## src/verilog/pin_mux_pkg.sv

```systemverilog
// Constants and types shared by the port pin two-to-four multiplexer
package pin_mux_pkg;

	// ==================================================================
	// Pin geometry
	localparam int PIN_COUNT = 3;
	localparam int PIN_LSB = 2;

	// ==================================================================
	// Register byte offsets on the AXI4-Lite slave
	localparam logic [7:0] OFS_LATCH = 8'h00;
	localparam logic [7:0] OFS_DIR = 8'h04;
	localparam logic [7:0] OFS_PORT = 8'h08;
	localparam logic [7:0] OFS_CFG = 8'h0C;
	localparam logic [7:0] OFS_STATUS = 8'h10;

	// ==================================================================
	// Configuration register field positions
	localparam int CFG_EXT_BUS = 0;
	localparam int CFG_PWM_ROUTE = 1;
	localparam int CFG_PAR_ROUTE = 2;
	localparam int CFG_REFCLK = 3;
	localparam int CFG_PWM_TRI = 4;
	localparam int CFG_WIDTH = 5;

	// ==================================================================
	// Status register field positions
	localparam int STATUS_OWNER_W = 3;
	localparam int STATUS_PKG_BIT = 12;

	// ==================================================================
	// Reset values
	localparam logic [2:0] LATCH_RESET = 3'h0;
	localparam logic [2:0] DIR_RESET = 3'h7;
	localparam logic [4:0] CFG_RESET = 5'h04;

	// ==================================================================
	// Bus responses
	localparam logic [1:0] RESP_OKAY = 2'h0;
	localparam logic [1:0] RESP_SLVERR = 2'h2;

	// ==================================================================
	// Function currently owning a pin
	typedef enum logic [2:0] {
		OWN_LATCH = 3'h0,
		OWN_INPUT = 3'h1,
		OWN_PARALLEL = 3'h2,
		OWN_REFCLK = 3'h3,
		OWN_PWM = 3'h4,
		OWN_EXT_BUS = 3'h5,
		OWN_OFF = 3'h6
	} owner_t;

endpackage : pin_mux_pkg

```

## src/verilog/pin_owner_mux.sv

```systemverilog
// Priority selection of source and drive for one shared port pin
`timescale 1ns/1ps
module pin_owner_mux (
	// External memory bus request
	input wire logic extReq,
	input wire logic extDrive,
	input wire logic extData,
	// PWM channel request
	input wire logic pwmReq,
	input wire logic pwmTri,
	input wire logic pwmData,
	// Reference clock request
	input wire logic refReq,
	input wire logic refData,
	// Parallel master port request
	input wire logic parReq,
	input wire logic parData,
	// Port latch and direction
	input wire logic dirBit,
	input wire logic latchBit,
	// Selected result
	output pin_mux_pkg::owner_t owner,
	output logic pinData,
	output logic pinDrive
);

	// ==================================================================
	// Owner priority chain
	assign owner = extReq ? pin_mux_pkg::OWN_EXT_BUS :
		pwmReq ? (pwmTri ? pin_mux_pkg::OWN_OFF : pin_mux_pkg::OWN_PWM) :
		refReq ? pin_mux_pkg::OWN_REFCLK :
		parReq ? pin_mux_pkg::OWN_PARALLEL :
		dirBit ? pin_mux_pkg::OWN_INPUT : pin_mux_pkg::OWN_LATCH;

	// Data and drive follow the owner; direction bit only for the port
	assign pinData = extReq ? extData : pwmReq ? pwmData : refReq ? refData :
		parReq ? parData : latchBit;
	assign pinDrive = extReq ? extDrive : pwmReq ? !pwmTri : (refReq | parReq | !dirBit);

endmodule : pin_owner_mux

```

## src/verilog/port_pin_mux.sv

```systemverilog
// Pin multiplexer for port pins two to four with an AXI4-Lite register file
// Operation
// [RULE_01] External bus owns pin above every function
// [RULE_02] External bus only on eighty-pin package
// [RULE_03] Pins carry external address/data bits 10-12
// [RULE_04] Enabled PWM output overrides latch and parallel; the code does so only while the pin's direction bit is clear
// [RULE_05] PWM shutdown may tri-state PWM pins
// [RULE_06] Module three B/C routed by config bit
// [RULE_07] Parallel strobes only when routing bit set
// [RULE_08] Pin two outputs parallel byte enable
// [RULE_09] Pins three, four output parallel addr 13/12
// [RULE_10] Owning function, not direction bit, sets direction
// [RULE_11] Otherwise direction bit picks latch or input
// [RULE_12] Enabled reference clock drives pin three
`timescale 1ns/1ps
module port_pin_mux (
	// Clock and reset
	input wire logic clk,
	input wire logic reset_n,
	// AXI4-Lite write address
	input wire logic s_axi_awvalid,
	output logic s_axi_awready,
	input wire logic [7:0] s_axi_awaddr,
	// AXI4-Lite write data
	input wire logic s_axi_wvalid,
	output logic s_axi_wready,
	input wire logic [31:0] s_axi_wdata,
	input wire logic [3:0] s_axi_wstrb,
	// AXI4-Lite write response
	output logic s_axi_bvalid,
	input wire logic s_axi_bready,
	output logic [1:0] s_axi_bresp,
	// AXI4-Lite read address
	input wire logic s_axi_arvalid,
	output logic s_axi_arready,
	input wire logic [7:0] s_axi_araddr,
	// AXI4-Lite read data
	output logic s_axi_rvalid,
	input wire logic s_axi_rready,
	output logic [31:0] s_axi_rdata,
	output logic [1:0] s_axi_rresp,
	// Package strap, caught while reset is held
	input wire logic eightyPinPackage,
	// External memory bus, index 0..2 is ext_bus_bit_ten..twelve
	input wire logic extBusActive,
	input wire logic extBusDrive,
	input wire logic [2:0] extBusAddrData,
	output logic [2:0] extBusReadData,
	// Parallel master port
	input wire logic parallelPortActive,
	input wire logic parallelPortByteEnable,
	input wire logic parallelPortAddrBitThirteen,
	input wire logic parallelPortAddrBitTwelve,
	// PWM channels and shutdown
	input wire logic pwmTwoChannelBEn,
	input wire logic pwmTwoChannelB,
	input wire logic pwmThreeChannelCEn,
	input wire logic pwmThreeChannelC,
	input wire logic pwmThreeChannelBEn,
	input wire logic pwmThreeChannelB,
	input wire logic pwmShutdown,
	// Reference clock
	input wire logic referenceClockOut,
	// Pins, index 0..2 is port_pin_two..four
	input wire logic [2:0] portPinIn,
	output logic [2:0] portPinOut,
	output logic [2:0] portPinOutEn
);

	// ==================================================================
	// Registers and wires
	logic [2:0] latch_r;
	logic [2:0] dir_r;
	logic [4:0] cfg_r;
	logic eightyPin_r;
	logic [2:0] sync1_r;
	logic [2:0] sync2_r;
	logic [2:0] sync3_r;
	logic [2:0] portInputValue_r;
	logic [2:0] pinOut_r;
	logic [2:0] pinOutEn_r;
	pin_mux_pkg::owner_t ownerR [3];
	pin_mux_pkg::owner_t owner [3];
	logic [2:0] pinData;
	logic [2:0] pinDrive;
	logic [2:0] extReq;
	logic [2:0] pwmReq;
	logic [2:0] pwmData;
	logic [2:0] refReq;
	logic [2:0] parReq;
	logic [2:0] parData;
	logic pwmTri;
	logic pwmRouteOk;
	logic awHeld_r;
	logic wHeld_r;
	logic [7:0] awAddr_r;
	logic [31:0] wData_r;
	logic [3:0] wStrb_r;
	logic bValid_r;
	logic [1:0] bResp_r;
	logic rValid_r;
	logic [31:0] rData_r;
	logic [1:0] rResp_r;
	logic doWrite;
	logic doRead;
	logic [31:0] rdValue;
	logic rdHit;
	logic wrHit;

	// ==================================================================
	// Byte-lane merge of a low-byte field
	function automatic logic [7:0] lane0(input logic [7:0] old, input logic [31:0] data,
		input logic [3:0] strb);
		lane0 = strb[0] ? data[7:0] : old;
	endfunction : lane0

	// Address decode of a mapped register
	function automatic logic mapped(input logic [7:0] addr);
		mapped = (addr == pin_mux_pkg::OFS_LATCH) || (addr == pin_mux_pkg::OFS_DIR) ||
			(addr == pin_mux_pkg::OFS_PORT) || (addr == pin_mux_pkg::OFS_CFG) ||
			(addr == pin_mux_pkg::OFS_STATUS);
	endfunction : mapped

	// ==================================================================
	// Per-pin requests
	assign pwmTri = pwmShutdown & cfg_r[pin_mux_pkg::CFG_PWM_TRI]; // [RULE_05]
	assign pwmRouteOk = cfg_r[pin_mux_pkg::CFG_PWM_ROUTE] & eightyPin_r; // [RULE_06]
	assign extReq = {3{eightyPin_r & cfg_r[pin_mux_pkg::CFG_EXT_BUS] & extBusActive}}; // [RULE_02]
	assign pwmReq = {pwmThreeChannelBEn & pwmRouteOk, pwmThreeChannelCEn & pwmRouteOk,
		pwmTwoChannelBEn} & ~dir_r; // [RULE_06]
	assign pwmData = {pwmThreeChannelB, pwmThreeChannelC, pwmTwoChannelB};
	assign refReq = {1'b0, cfg_r[pin_mux_pkg::CFG_REFCLK], 1'b0}; // [RULE_12]
	assign parReq = {3{parallelPortActive & cfg_r[pin_mux_pkg::CFG_PAR_ROUTE]}}; // [RULE_07]
	assign parData = {parallelPortAddrBitTwelve, parallelPortAddrBitThirteen,
		parallelPortByteEnable}; // [RULE_08] [RULE_09]

	// Priority selection per pin
	for (genvar i = 0; i < pin_mux_pkg::PIN_COUNT; i++) begin : gPin
		pin_owner_mux uMux (
			.extReq(extReq[i]), // [RULE_01]
			.extDrive(extBusDrive),
			.extData(extBusAddrData[i]), // [RULE_03]
			.pwmReq(pwmReq[i]), // [RULE_04]
			.pwmTri(pwmTri),
			.pwmData(pwmData[i]),
			.refReq(refReq[i]),
			.refData(referenceClockOut),
			.parReq(parReq[i]),
			.parData(parData[i]),
			.dirBit(dir_r[i]), // [RULE_10] [RULE_11]
			.latchBit(latch_r[i]),
			.owner(owner[i]),
			.pinData(pinData[i]),
			.pinDrive(pinDrive[i])
		);
	end

	// ==================================================================
	// Pin output registers and owner record
	always_ff @(posedge clk) begin
		if (!reset_n) begin
			pinOut_r <= 3'h0;
			pinOutEn_r <= 3'h0;
			ownerR <= '{default: pin_mux_pkg::OWN_INPUT};
		end else begin
			pinOut_r <= pinData;
			pinOutEn_r <= pinDrive;
			ownerR <= owner;
		end
	end

	assign portPinOut = pinOut_r;
	assign portPinOutEn = pinOutEn_r;

	// Package strap sampled while reset is low, held after release
	always_ff @(posedge clk) begin
		if (!reset_n) begin
			eightyPin_r <= eightyPinPackage;
		end
	end

	// Pin input synchroniser; a change counts once stages two and three agree
	always_ff @(posedge clk) begin
		if (!reset_n) begin
			sync1_r <= 3'h0;
			sync2_r <= 3'h0;
			sync3_r <= 3'h0;
			portInputValue_r <= 3'h0;
		end else begin
			sync1_r <= portPinIn;
			sync2_r <= sync1_r;
			sync3_r <= sync2_r;
			for (int i = 0; i < pin_mux_pkg::PIN_COUNT; i++) begin
				if (sync2_r[i] == sync3_r[i]) begin
					portInputValue_r[i] <= sync3_r[i];
				end
			end
		end
	end

	assign extBusReadData = portInputValue_r; // [RULE_03]

	// ==================================================================
	// AXI4-Lite write channel
	assign s_axi_awready = !awHeld_r && !bValid_r;
	assign s_axi_wready = !wHeld_r && !bValid_r;
	assign doWrite = awHeld_r && wHeld_r && !bValid_r;
	assign wrHit = mapped(awAddr_r);
	assign s_axi_bvalid = bValid_r;
	assign s_axi_bresp = bResp_r;

	// Address and data capture in either order, response after both
	always_ff @(posedge clk) begin
		if (!reset_n) begin
			awHeld_r <= 1'b0;
			wHeld_r <= 1'b0;
			awAddr_r <= 8'h00;
			wData_r <= 32'h0000_0000;
			wStrb_r <= 4'h0;
			bValid_r <= 1'b0;
			bResp_r <= pin_mux_pkg::RESP_OKAY;
		end else begin
			if (s_axi_awvalid && s_axi_awready) begin
				awHeld_r <= 1'b1;
				awAddr_r <= s_axi_awaddr;
			end
			if (s_axi_wvalid && s_axi_wready) begin
				wHeld_r <= 1'b1;
				wData_r <= s_axi_wdata;
				wStrb_r <= s_axi_wstrb;
			end
			if (doWrite) begin
				awHeld_r <= 1'b0;
				wHeld_r <= 1'b0;
				bValid_r <= 1'b1;
				bResp_r <= wrHit ? pin_mux_pkg::RESP_OKAY : pin_mux_pkg::RESP_SLVERR;
			end else if (bValid_r && s_axi_bready) begin
				bValid_r <= 1'b0;
			end
		end
	end

	// Writable registers; port, status read only
	always_ff @(posedge clk) begin
		if (!reset_n) begin
			latch_r <= pin_mux_pkg::LATCH_RESET;
			dir_r <= pin_mux_pkg::DIR_RESET;
			cfg_r <= pin_mux_pkg::CFG_RESET;
		end else if (doWrite) begin
			if (awAddr_r == pin_mux_pkg::OFS_LATCH) begin
				latch_r <= 3'(lane0({3'h0, latch_r, 2'h0}, wData_r, wStrb_r) >> 2);
			end
			if (awAddr_r == pin_mux_pkg::OFS_DIR) begin
				dir_r <= 3'(lane0({3'h0, dir_r, 2'h0}, wData_r, wStrb_r) >> 2);
			end
			if (awAddr_r == pin_mux_pkg::OFS_CFG) begin
				cfg_r <= 5'(lane0({3'h0, cfg_r}, wData_r, wStrb_r));
			end
		end
	end

	// ==================================================================
	// AXI4-Lite read channel
	assign s_axi_arready = !rValid_r;
	assign doRead = s_axi_arvalid && s_axi_arready;
	assign rdHit = mapped(s_axi_araddr);
	assign rdValue =
		(s_axi_araddr == pin_mux_pkg::OFS_LATCH) ? {27'h0, latch_r, 2'h0} :
		(s_axi_araddr == pin_mux_pkg::OFS_DIR) ? {27'h0, dir_r, 2'h0} :
		(s_axi_araddr == pin_mux_pkg::OFS_PORT) ? {27'h0, portInputValue_r, 2'h0} : // [RULE_11]
		(s_axi_araddr == pin_mux_pkg::OFS_CFG) ? {27'h0, cfg_r} :
		(s_axi_araddr == pin_mux_pkg::OFS_STATUS) ?
		{19'h0, eightyPin_r, 3'h0, ownerR[2], ownerR[1], ownerR[0]} : 32'h0000_0000;
	assign s_axi_rvalid = rValid_r;
	assign s_axi_rdata = rData_r;
	assign s_axi_rresp = rResp_r;

	// Read data registered at the edge that takes the address, valid in the cycle after
	always_ff @(posedge clk) begin
		if (!reset_n) begin
			rValid_r <= 1'b0;
			rData_r <= 32'h0000_0000;
			rResp_r <= pin_mux_pkg::RESP_OKAY;
		end else if (doRead) begin
			rValid_r <= 1'b1;
			rData_r <= rdValue;
			rResp_r <= rdHit ? pin_mux_pkg::RESP_OKAY : pin_mux_pkg::RESP_SLVERR;
		end else if (rValid_r && s_axi_rready) begin
			rValid_r <= 1'b0;
		end
	end
endmodule : port_pin_mux
```

## config.mk

```make
export PLATFORM = sky130hd
export DESIGN_NAME = port_pin_mux
export DESIGN_NICKNAME = d
export VERILOG_FILES = /design/src/verilog/pin_mux_pkg.sv /design/src/verilog/pin_owner_mux.sv /design/src/verilog/port_pin_mux.sv
export SDC_FILE = /design/constraint.sdc
export NUM_CORES = 1
export LEC_CHECK = 0
export BUFFER_PORTS_ARGS = -buffer_cell sky130_fd_sc_hd__clkbuf_2
export CORE_ASPECT_RATIO = 1.5
export CORE_UTILIZATION = 40
export DETAILED_ROUTE_END_ITERATION = 8
export PLACE_DENSITY_LB_ADDON = 0.05
export SYNTH_ARGS = -nofsm -noshare
export SYNTH_HDL_FRONTEND = slang
export SYNTH_HIERARCHICAL = 1
export SYNTH_SLANG_ARGS = --single-unit
```

## constraint.sdc

```tcl
create_clock -name clk -period 3 [get_ports clk]
set_clock_uncertainty 0.2 [all_clocks]
set_input_delay 0.6 -clock clk [delete_from_list [all_inputs] [get_ports clk]]
set_output_delay 0.6 -clock clk [all_outputs]
set_load 0.005 [all_outputs]
```

==> impl_metrics.tcl, run 1 <==
set metrics [dict create \
    p_leak_nw 1.66 \
    hold_slack_ns 0.234 \
    route.detailed.vias_per_inst 4.70 \
    design_area_mm2 0.00379 \
    drt-total-wl_um 6900 \
    postCtsSetupBuffers 0 \
    start_util_pct 41.0 \
    synth-edff-count 1 \
    synth_cell_types 42 \
    synth.avg_cell_area_um2 8.66 \
    antenna_cells 0 \
    max-cap-violations 0 \
    clock-sinks 69 \
    postRouteAntennaNets 0 \
    setup_viol 0 \
    clk_latency_ns 0.32 \
    intPower_mw 1.69 \
    finalPower_mw 2.18 \
    start_kind "register" \
    grt_usage_pct 18.1 \
    routedWlPerCell_um 12.6 \
    hold_buffers 0 \
    clk_pin_slew_ns 0.05 \
    peakVddDrop_mv 0.304 \
    synth_seq_area_share_pct 44.9 \
    die_area_mm2 0.00811 \
    final_util_pct 50.2 \
    p_clk_share_pct 46.4 \
    grt_first_pass_wirelength_um 11000 \
    drt_iter0_drc 95 \
    synth_top_area_share_pct 43.9 \
    numCtsBuffers 9 \
    fin_ws_ns 0.660 \
    relSlewSlack_pct 53.7 \
    cp_max_fo 8 \
    power_switching_uw 491 \
    synth_seq_cells 69 \
    dp_hpwl_um 5290 \
    first_global_vias 2353 \
    status "completed" \
    final_nets 522 \
    fin_tns_setup_ns 0 \
    antenna_found_initial 0 \
    dpl_cell_area_mm2 0.00351 \
    coreArea_mm2 0.00756 \
    rsz0062_at_grt "no" \
    first_pass_iters 4 \
    die_x_um 73.9 \
    min_path_type "register to register" \
    ios 130 \
    p_seq_share_pct 45.0 \
    seq_area_mm2 0.00139 \
    p_sw_share_pct 22.6 \
    die_y_um 110 \
    drc 0 \
    cts_root_buffer "clkbuf_16" \
    final_max_slew_viol_count 0 \
    io_buffers 75 \
    num_rows 39 \
    powerDensity_mw_per_mm2 574 \
    fin_crit_sh_pct 78.0 \
    synth.most_common_cell "dfxtp_1" \
    fillers 789 \
    post-route-min-period_ns 2.34 \
    ys.flop_type "dfxtp_1" \
    synthTopCellsByArea "dfxtp_1 (44%), a21oi_1 (5.8%), buf_4 (5.8%)" \
    grt_overflow_total 0 \
    multi_input_area_mm2 0.00153 \
    synth_common_cells "dfxtp_1 (68), nand2_1 (38), a21oi_1 (36)" \
    drive_gt1_share_pct 23.5 \
    area_growth_syn_to_layout_pct 22.4 \
    yosysTopAreaCell "dfxtp_1" \
    critPathRequiredTime_ns 3.05 \
    ctsResizeCount 0 \
    grt_max_degree 32 \
    arrival_ns 2.39 \
    async_reset_ff_share_pct 0 \
    stdcell_count 549 \
    synth_cells 358 \
    synth.cell_area_mm2 0.00310 \
    cts.path.max_buffers 2 \
    yosys_warnings 6 \
    hold_depth 1 \
    critPathKind "register to register" \
    cp-end-kind "register" \
    place_inst 533 \
    dpl_worst_slack_ns 0.662 \
    r2r_cells 4 \
    cts_tree "done" \
    worst_slew_pin_slew_ns 0.695 \
    max_freq_ghz 0.427 \
    vias 2581 \
    combPwrFrac_pct 8.6 \
    place_congestion 0.702 \
    hold_viol 0 \
    cts_max_level 3 \
]
[flip-flops by register name, summed over array words and instances, names as in the netlist, 3 cells and up]
name            count
extBusReadData      3
portPinOutEn        3
portPinOut          3
sync1_r             3
sync2_r             3
sync3_r             3
latch_r             3
s_axi_rdata        10
dir_r               3
ownerR              9
wData_r             5
cfg_r               5
awAddr_r            8
[worst max-delay path: stages (launching register included)]
cell,delay [ns]
dfxtp_1,0.31
or4_4,0.54
or4_1,0.68
nor3b_4,0.32
mux2i_1,0.21
[metal layers]
metal  track usage, %  routed length [µm]
met1             18.9                2750
met2             33.9                3760
met3             4.03                 268
met4             7.83                 125
met5                0                   0
[power by group through the flow]
| stage | sequential (mW) | clock, mW | combinational, mW |
|---|---|---|---|
| finish | 0.980 | 1.01 | 0.186 |
| global route | 0.984 | 1.08 | 0.213 |
| CTS | 0.981 | 1.04 | 0.190 |
| detailed placement | 1.00 | 0 | 0.189 |
| global placement | 1.00 | 0 | 0.186 |
| floorplan | 0.994 | 0 | 0.140 |
[cell families (layout without fill, tap and decap cells)]
group / count (synthesis) / count (layout) / share of synthesized area [%]
and+or+nand+nor: 143 / 143 / 25.1
buffers and inverters: 51 / 107 / 9.85
other: 1 / 34 / 0.121
AOI/OAI and AO/OA: 79 / 79 / 15.3
muxes: 15 / 15 / 4.84
DFF: 69 / 69 / 44.9
[cell type report]
class	count	area share [%]
multi-input combinational	271	40.3
clock inverter	4	1.29
clock buffer	12	6.23
inverter	9	0.891
sequential	69	36.7
timing repair buffer	82	11.3
tap	102	3.36
[final timing paths]
check / start / to / slack (ns)
max reg2reg: awAddr_r[0]$_SDFFE_PN0P_ / dir_r[1]$_SDFFE_PN1P_ / 0.66
min: sync1_r[2]$_SDFF_PN0_ / sync2_r[2]$_SDFF_PN0_ / 0.23
min reg2reg: sync1_r[2]$_SDFF_PN0_ / sync2_r[2]$_SDFF_PN0_ / 0.23
max: awAddr_r[0]$_SDFFE_PN0P_ / dir_r[1]$_SDFFE_PN1P_ / 0.66
[cells in the final DEF (no fill, tap or decap), types with 4 or more instances in the layout]
master / n
and2_1: 26
nand2b_1: 8
o21ai_0: 15
conb_1: 34
buf_4: 7
or2_2: 4
a21oi_1: 36
nand3_1: 15
nor2b_1: 5
clkbuf_16: 9
clkbuf_2: 75
nor2_1: 19
dfxtp_1: 68
nand2_1: 38
a211oi_1: 4
inv_1: 9
mux2i_1: 15
nor3_1: 10
No activity file was read; power rests on OpenSTA's default activity.
==> run 2: changes to the inputs <==
--- a/config.mk
+++ b/config.mk
@@ -5,6 +5,7 @@
 export SDC_FILE = /design/constraint.sdc
 export NUM_CORES = 1
 export LEC_CHECK = 0
+export ABC_AREA = 1
 export BUFFER_PORTS_ARGS = -buffer_cell sky130_fd_sc_hd__clkbuf_2
 export CORE_ASPECT_RATIO = 1.5
 export CORE_UTILIZATION = 40
==> constraint.sdc (replaced) <==
create_clock -name clk -period 2.1 [get_ports clk]
set_clock_uncertainty 0.2 [all_clocks]
set_input_delay 0.42 -clock clk [delete_from_list [all_inputs] [get_ports clk]]
set_output_delay 0.42 -clock clk [all_outputs]
set_load 0.005 [all_outputs]
==> impl_metrics.tcl, run 2 <==
set metrics [dict create \
    clock-sinks 69 \
    synthTopCellsByArea "dfxtp_1 (42%), nand2_1 (13%), inv_1 (8.4%)" \
    layout.cells.most_common "nand2_1" \
    rsz0062_at_grt "no" \
    max_freq_ghz 0.595 \
    final_max_slew_viol_count 0 \
    intPower_mw 2.47 \
    cp_max_fo 5 \
    p_clk_share_pct 47.7 \
    slowest_delay_ns 0.36 \
    critPathKind "register to output port" \
    routedWlPerCell_um 10.6 \
    start_kind "register" \
    postRouteAntennaNets 0 \
    ios 130 \
    antenna_cells 0 \
    cts_tree "done" \
    first_global_vias 2669 \
    grt_overflow_total 0 \
    min_path_type "primary input to register" \
    place_congestion 0.822 \
    num_rows 39 \
    postCtsSetupBuffers 0 \
    first_pass_iters 4 \
    yosysTopAreaCell "dfxtp_1" \
    cp-end-kind "output port" \
    synth_top_area_share_pct 42.4 \
    critPathRequiredTime_ns 1.48 \
    crit_slowest_cell "dfxtp_1" \
    vias 2903 \
    finalPower_mw 3.23 \
    drt-total-wl_um 6990 \
    grt_max_degree 36 \
    cts.path.max_buffers 2 \
    stdcell_count 657 \
    drt_iter0_drc 82 \
    power_switching_uw 757 \
    io_buffers 75 \
    synth_seq_cells 69 \
    synth_cell_types 28 \
    async_reset_ff_share_pct 0 \
    hold_start "portPinIn[0]" \
    area_growth_syn_to_layout_pct 23.5 \
    powerDensity_mw_per_mm2 814 \
    fin_crit_sh_pct 80.1 \
    die_x_um 75.1 \
    arrival_ns 1.06 \
    status "completed" \
    synth_common_cells "nand2_1 (108), inv_1 (72), dfxtp_1 (68)" \
    clk_pin_slew_ns 0.05 \
    drive_gt1_share_pct 21.8 \
    drc 0 \
    synth_cells 462 \
    cts_root_buffer "clkbuf_16" \
    post-route-min-period_ns 1.68 \
    synth.most_common_cell "nand2_1" \
    fin_tns_setup_ns 0 \
    numCtsBuffers 9 \
    grt_first_pass_wirelength_um 11400 \
    dp_hpwl_um 5390 \
    combPwrFrac_pct 8.9 \
    mostFrequentLayoutCells "nand2_1 (108), clkbuf_2 (75), inv_1 (72)" \
    die_y_um 112 \
    ctsResizeCount 0 \
    r2r-start "cfg_r[2]$_SDFFE_PN1P_" \
    p_seq_share_pct 43.4 \
    synth-edff-count 1 \
    synth.cell_area_mm2 0.00321 \
    p_leak_nw 2.13 \
    start_util_pct 41.6 \
    largest_reg_flops 10 \
    hold_viol 0 \
    place_inst 641 \
    fillers 828 \
    final_nets 630 \
    peakVddDrop_mv 0.736 \
    antenna_found_initial 0 \
    grt_usage_pct 18.2 \
    hold_buffers 0 \
    synth_seq_area_share_pct 43.4 \
    yosys_warnings 6 \
    route.detailed.vias_per_inst 4.42 \
    crit_path_start "s_axi_bvalid$_SDFFE_PN0P_" \
    max-cap-violations 0 \
    p_sw_share_pct 23.5 \
    clk_latency_ns 0.33 \
    reg2reg_slack_ns 0.47 \
    synth.avg_cell_area_um2 6.94 \
    ys.flop_type "dfxtp_1" \
    cts_max_level 3 \
    setup_viol 0 \
    die_area_mm2 0.00839 \
    coreArea_mm2 0.00771 \
    crit_chain "nor2_2, clkbuf_2" \
]
[run 2: cell types whose count changed after synthesis, moves of 6 or more]
cell and change:
clkbuf_1 -7, nor3_1 -8, nand2b_1 -8, nor2_1 +26, a21oi_1 +7, nor2_2 +6, and2_1 -26, nand2_1 +70
nand3_1 +8, mux2i_1 -15, o21ai_0 +11, inv_1 +63
[run 2: path summary, 6_finish.rpt]
| kind | to | cells past startpoint |
|---|---|---|
| min reg2reg | sync2_r[2]$_SDFF_PN0_ | 2 |
| max | s_axi_awready | 2 |
| max reg2reg | ownerR[6]$_SDFF_PN1_ | 6 |
| min | sync1_r[0]$_SDFF_PN0_ | 3 |
[run 2: cells by family after synthesis]
kind of cell           share of synthesized area [%]
AO/OA/AOI/OAI                                   12.9
buffers and inverters                           15.5
flip-flops                                      43.4
other                                          0.117
AND/OR/NAND/NOR                                 28.1
[run 2: layer usage]
layer	part of all wire (%)	routed length (µm)	track usage, %	vias to the layer above
li1	-	-	-	1561
met1	40	2800	19.4	1268
met2	53	3740	32.0	64
met3	4.1	287	4.16	10
met4	2.3	162	9.69	0
met5	0	0	0	-
[run 2: layout make-up]
type                       instances  area [µm²]  area share (%)
multi-input combinational        314        1430            36.0
sequential                        69        1390            35.1
timing repair buffer              82         428            10.8
inverter                          74         278            7.01
clock buffer                      11         253            6.38
tap                              102         128            3.22
clock inverter                     5        57.6            1.45
[run 2: critical path, delay by kind of cell (launching register included)]
kind / cells / cell delay (ns)
buf+inv: 1 / 0.15
flops: 1 / 0.36
simple gates: 1 / 0.23
[run 2: metrics by stage]
stage / setup slack (ns) / area [µm²] / util, % / hold WS (ns)
2_1_floorplan: 0.246 / 3320 / - / 0.190
3_3_place_gp: 0.389 / 3650 / 47.4 / 0.192
3_5_place_dp: 0.387 / 3650 / 47.4 / 0.201
4_1_cts: 0.402 / 3960 / 51.4 / 0.0553
5_1_grt: 0.322 / 3960 / 51.4 / 0.0658
6_report: 0.419 / 3960 / 51.4 / 0.0706
[run 2: power groups by stage]
stage	logic [mW]	clock network, mW	registers, mW
finish	0.287	1.54	1.40
global route	0.336	1.63	1.41
CTS	0.291	1.59	1.40
detailed placement	0.290	0	1.43
global placement	0.287	0	1.43
floorplan	0.218	0	1.42
==> run 3: changes to the inputs <==
--- a/config.mk
+++ b/config.mk
@@ -5,7 +5,7 @@
 export SDC_FILE = /design/constraint.sdc
 export NUM_CORES = 1
 export LEC_CHECK = 0
-export ABC_AREA = 1
+export ABC_AREA = 0
 export BUFFER_PORTS_ARGS = -buffer_cell sky130_fd_sc_hd__clkbuf_2
 export CORE_ASPECT_RATIO = 1.5
 export CORE_UTILIZATION = 40
==> constraint.sdc (replaced) <==
create_clock -name clk -period 1.38 [get_ports clk]
set_clock_uncertainty 0.2 [all_clocks]
set_input_delay 0.276 -clock clk [delete_from_list [all_inputs] [get_ports clk]]
set_output_delay 0.276 -clock clk [all_outputs]
set_load 0.005 [all_outputs]
==> impl_metrics.tcl, run 3 (synthesis gave the netlist of run 1 again) <==
set metrics [dict create \
    status "finished, violations left" \
    violations "setup timing" \
    num_rows 39 \
    setup_viol 30 \
    mostFrequentLayoutCells "clkbuf_2 (73), dfxtp_1 (61), buf_4 (42)" \
    final_nets 590 \
    rsz0062_at_grt "yes" \
    area_growth_syn_to_layout_pct 51.1 \
    die_area_mm2 0.00811 \
    cp-end-kind "register" \
    io_buffers 75 \
    clk_latency_ns 0.33 \
    place_inst 575 \
    grt_max_degree 27 \
    powerDensity_mw_per_mm2 1080 \
    first_pass_iters 6 \
    dp_hpwl_um 5830 \
    final_util_pct 62.0 \
    p_leak_nw 2.08 \
    ios 130 \
    die_y_um 110 \
    cts_max_level 3 \
    drt_iter0_drc 90 \
    clock-sinks 69 \
    start_kind "register" \
    grt_overflow_total 0 \
    fillers 680 \
    stdcell_count 617 \
    crit_slowest_cell "or4_4" \
    final_max_slew_viol_count 0 \
    antenna_found_initial 0 \
    fin_tns_setup_ns -10.88 \
    grt_first_pass_wirelength_um 13000 \
    fin_crit_sh_pct 155 \
    vias 2902 \
    critPathRequiredTime_ns 1.44 \
    cp_max_fo 3 \
    die_x_um 73.9 \
    post-route-min-period_ns 2.14 \
    routedWlPerCell_um 13.2 \
    route.detailed.vias_per_inst 4.70 \
    postRouteAntennaNets 0 \
    largest_reg_flops 10 \
    critPathKind "register to register" \
    cts_root_buffer "clkbuf_16" \
    start_util_pct 41.0 \
    cts_tree "done" \
    hold_viol 0 \
    slowest_delay_ns 0.54 \
    first_global_vias 2856 \
    clk_pin_slew_ns 0.06 \
    crit_chain "or4_4, or4_4, nor3b_4, mux2i_1" \
    drive_gt1_share_pct 37.7 \
    numCtsBuffers 9 \
    antenna_cells 0 \
    min_path_type "primary input to register" \
    max-cap-violations 0 \
    layout.cells.most_common "clkbuf_2" \
    drt-total-wl_um 8180 \
    max_freq_ghz 0.468 \
    place_congestion 0.795 \
    arrival_ns 2.19 \
    peakVddDrop_mv 0.646 \
    coreArea_mm2 0.00756 \
    drc 0 \
    grt_usage_pct 21.5 \
    cts.path.max_buffers 2 \
    fin_ws_ns -0.758 \
    path_common_cell "or4_4" \
]
[run 3: repair_timing]
item,4_1_cts,5_1_grt
setup buffers,7,4
pin swaps,12,15
endpoints found under the hold margin,18,0
resized for setup,36,30
hold buffers,18,0
cloned,1,0
endpoints found under the setup margin,44,48
[run 3: final cells by class]
| cell class | count | area (µm²) | share of cell area, % |
|---|---|---|---|
| clock buffers | 13 | 250 | 5.34 |
| well taps | 102 | 128 | 2.72 |
| clock inverters | 3 | 45.0 | 0.961 |
| multi-input cells | 272 | 1770 | 37.8 |
| flip-flops and latches | 69 | 1400 | 29.9 |
| repair buffers | 149 | 1060 | 22.6 |
| inverters | 9 | 33.8 | 0.721 |
[run 3: worst paths after layout]
path,from,slack [ns],end,cells past startpoint
setup / recovery,awAddr_r[0]$_SDFFE_PN0P_,-0.76,dir_r[0]$_SDFFE_PN1P_,4
hold / removal,s_axi_rready,0.002,s_axi_rvalid$_SDFFE_PN0P_,3
setup reg to reg,awAddr_r[0]$_SDFFE_PN0P_,-0.76,dir_r[0]$_SDFFE_PN1P_,4
hold reg to reg,sync1_r[2]$_SDFF_PN0_,0.23,sync2_r[2]$_SDFF_PN0_,1
[run 3: critical path: cells and delay by family, from the launching register on]
| family | cells | cell delay [ns] |
|---|---|---|
| simple gates | 3 | 1.34 |
| flops | 1 | 0.32 |
| mux | 1 | 0.21 |
[run 3: per-layer routing]
| layer | GRT usage, % | vias to the layer above | part of all wire, % |
|---|---|---|---|
| met3 | 5.22 | 13 | 3.0 |
| li1 | - | 1482 | - |
| met4 | 9.89 | 0 | 2.3 |
| met5 | 0 | - | 0 |
| met1 | 21.7 | 1346 | 40 |
| met2 | 40.6 | 61 | 55 |
[run 3: power by group]
group,total [mW],switching [mW],internal [mW]
registers,2.13,0.0457,2.08
clock network,2.29,0.836,1.45
logic,0.642,0.304,0.338
total,5.05,1.19,3.87
[run 3: through the flow]
stage / instance area (µm²) / worst slack [ns] / power, mW / hold slack (ns)
after floorplan: 3330 / -0.780 / 2.48 / 0.175
after global placement: 3940 / -0.756 / 2.68 / 0.213
after detailed placement: 3940 / -0.775 / 2.69 / 0.221
after CTS: 4610 / -0.764 / 5.10 / 0.000704
after global routing: 4690 / -0.838 / 5.26 / 0.0209
final: 4690 / -0.758 / 5.05 / 0.00220
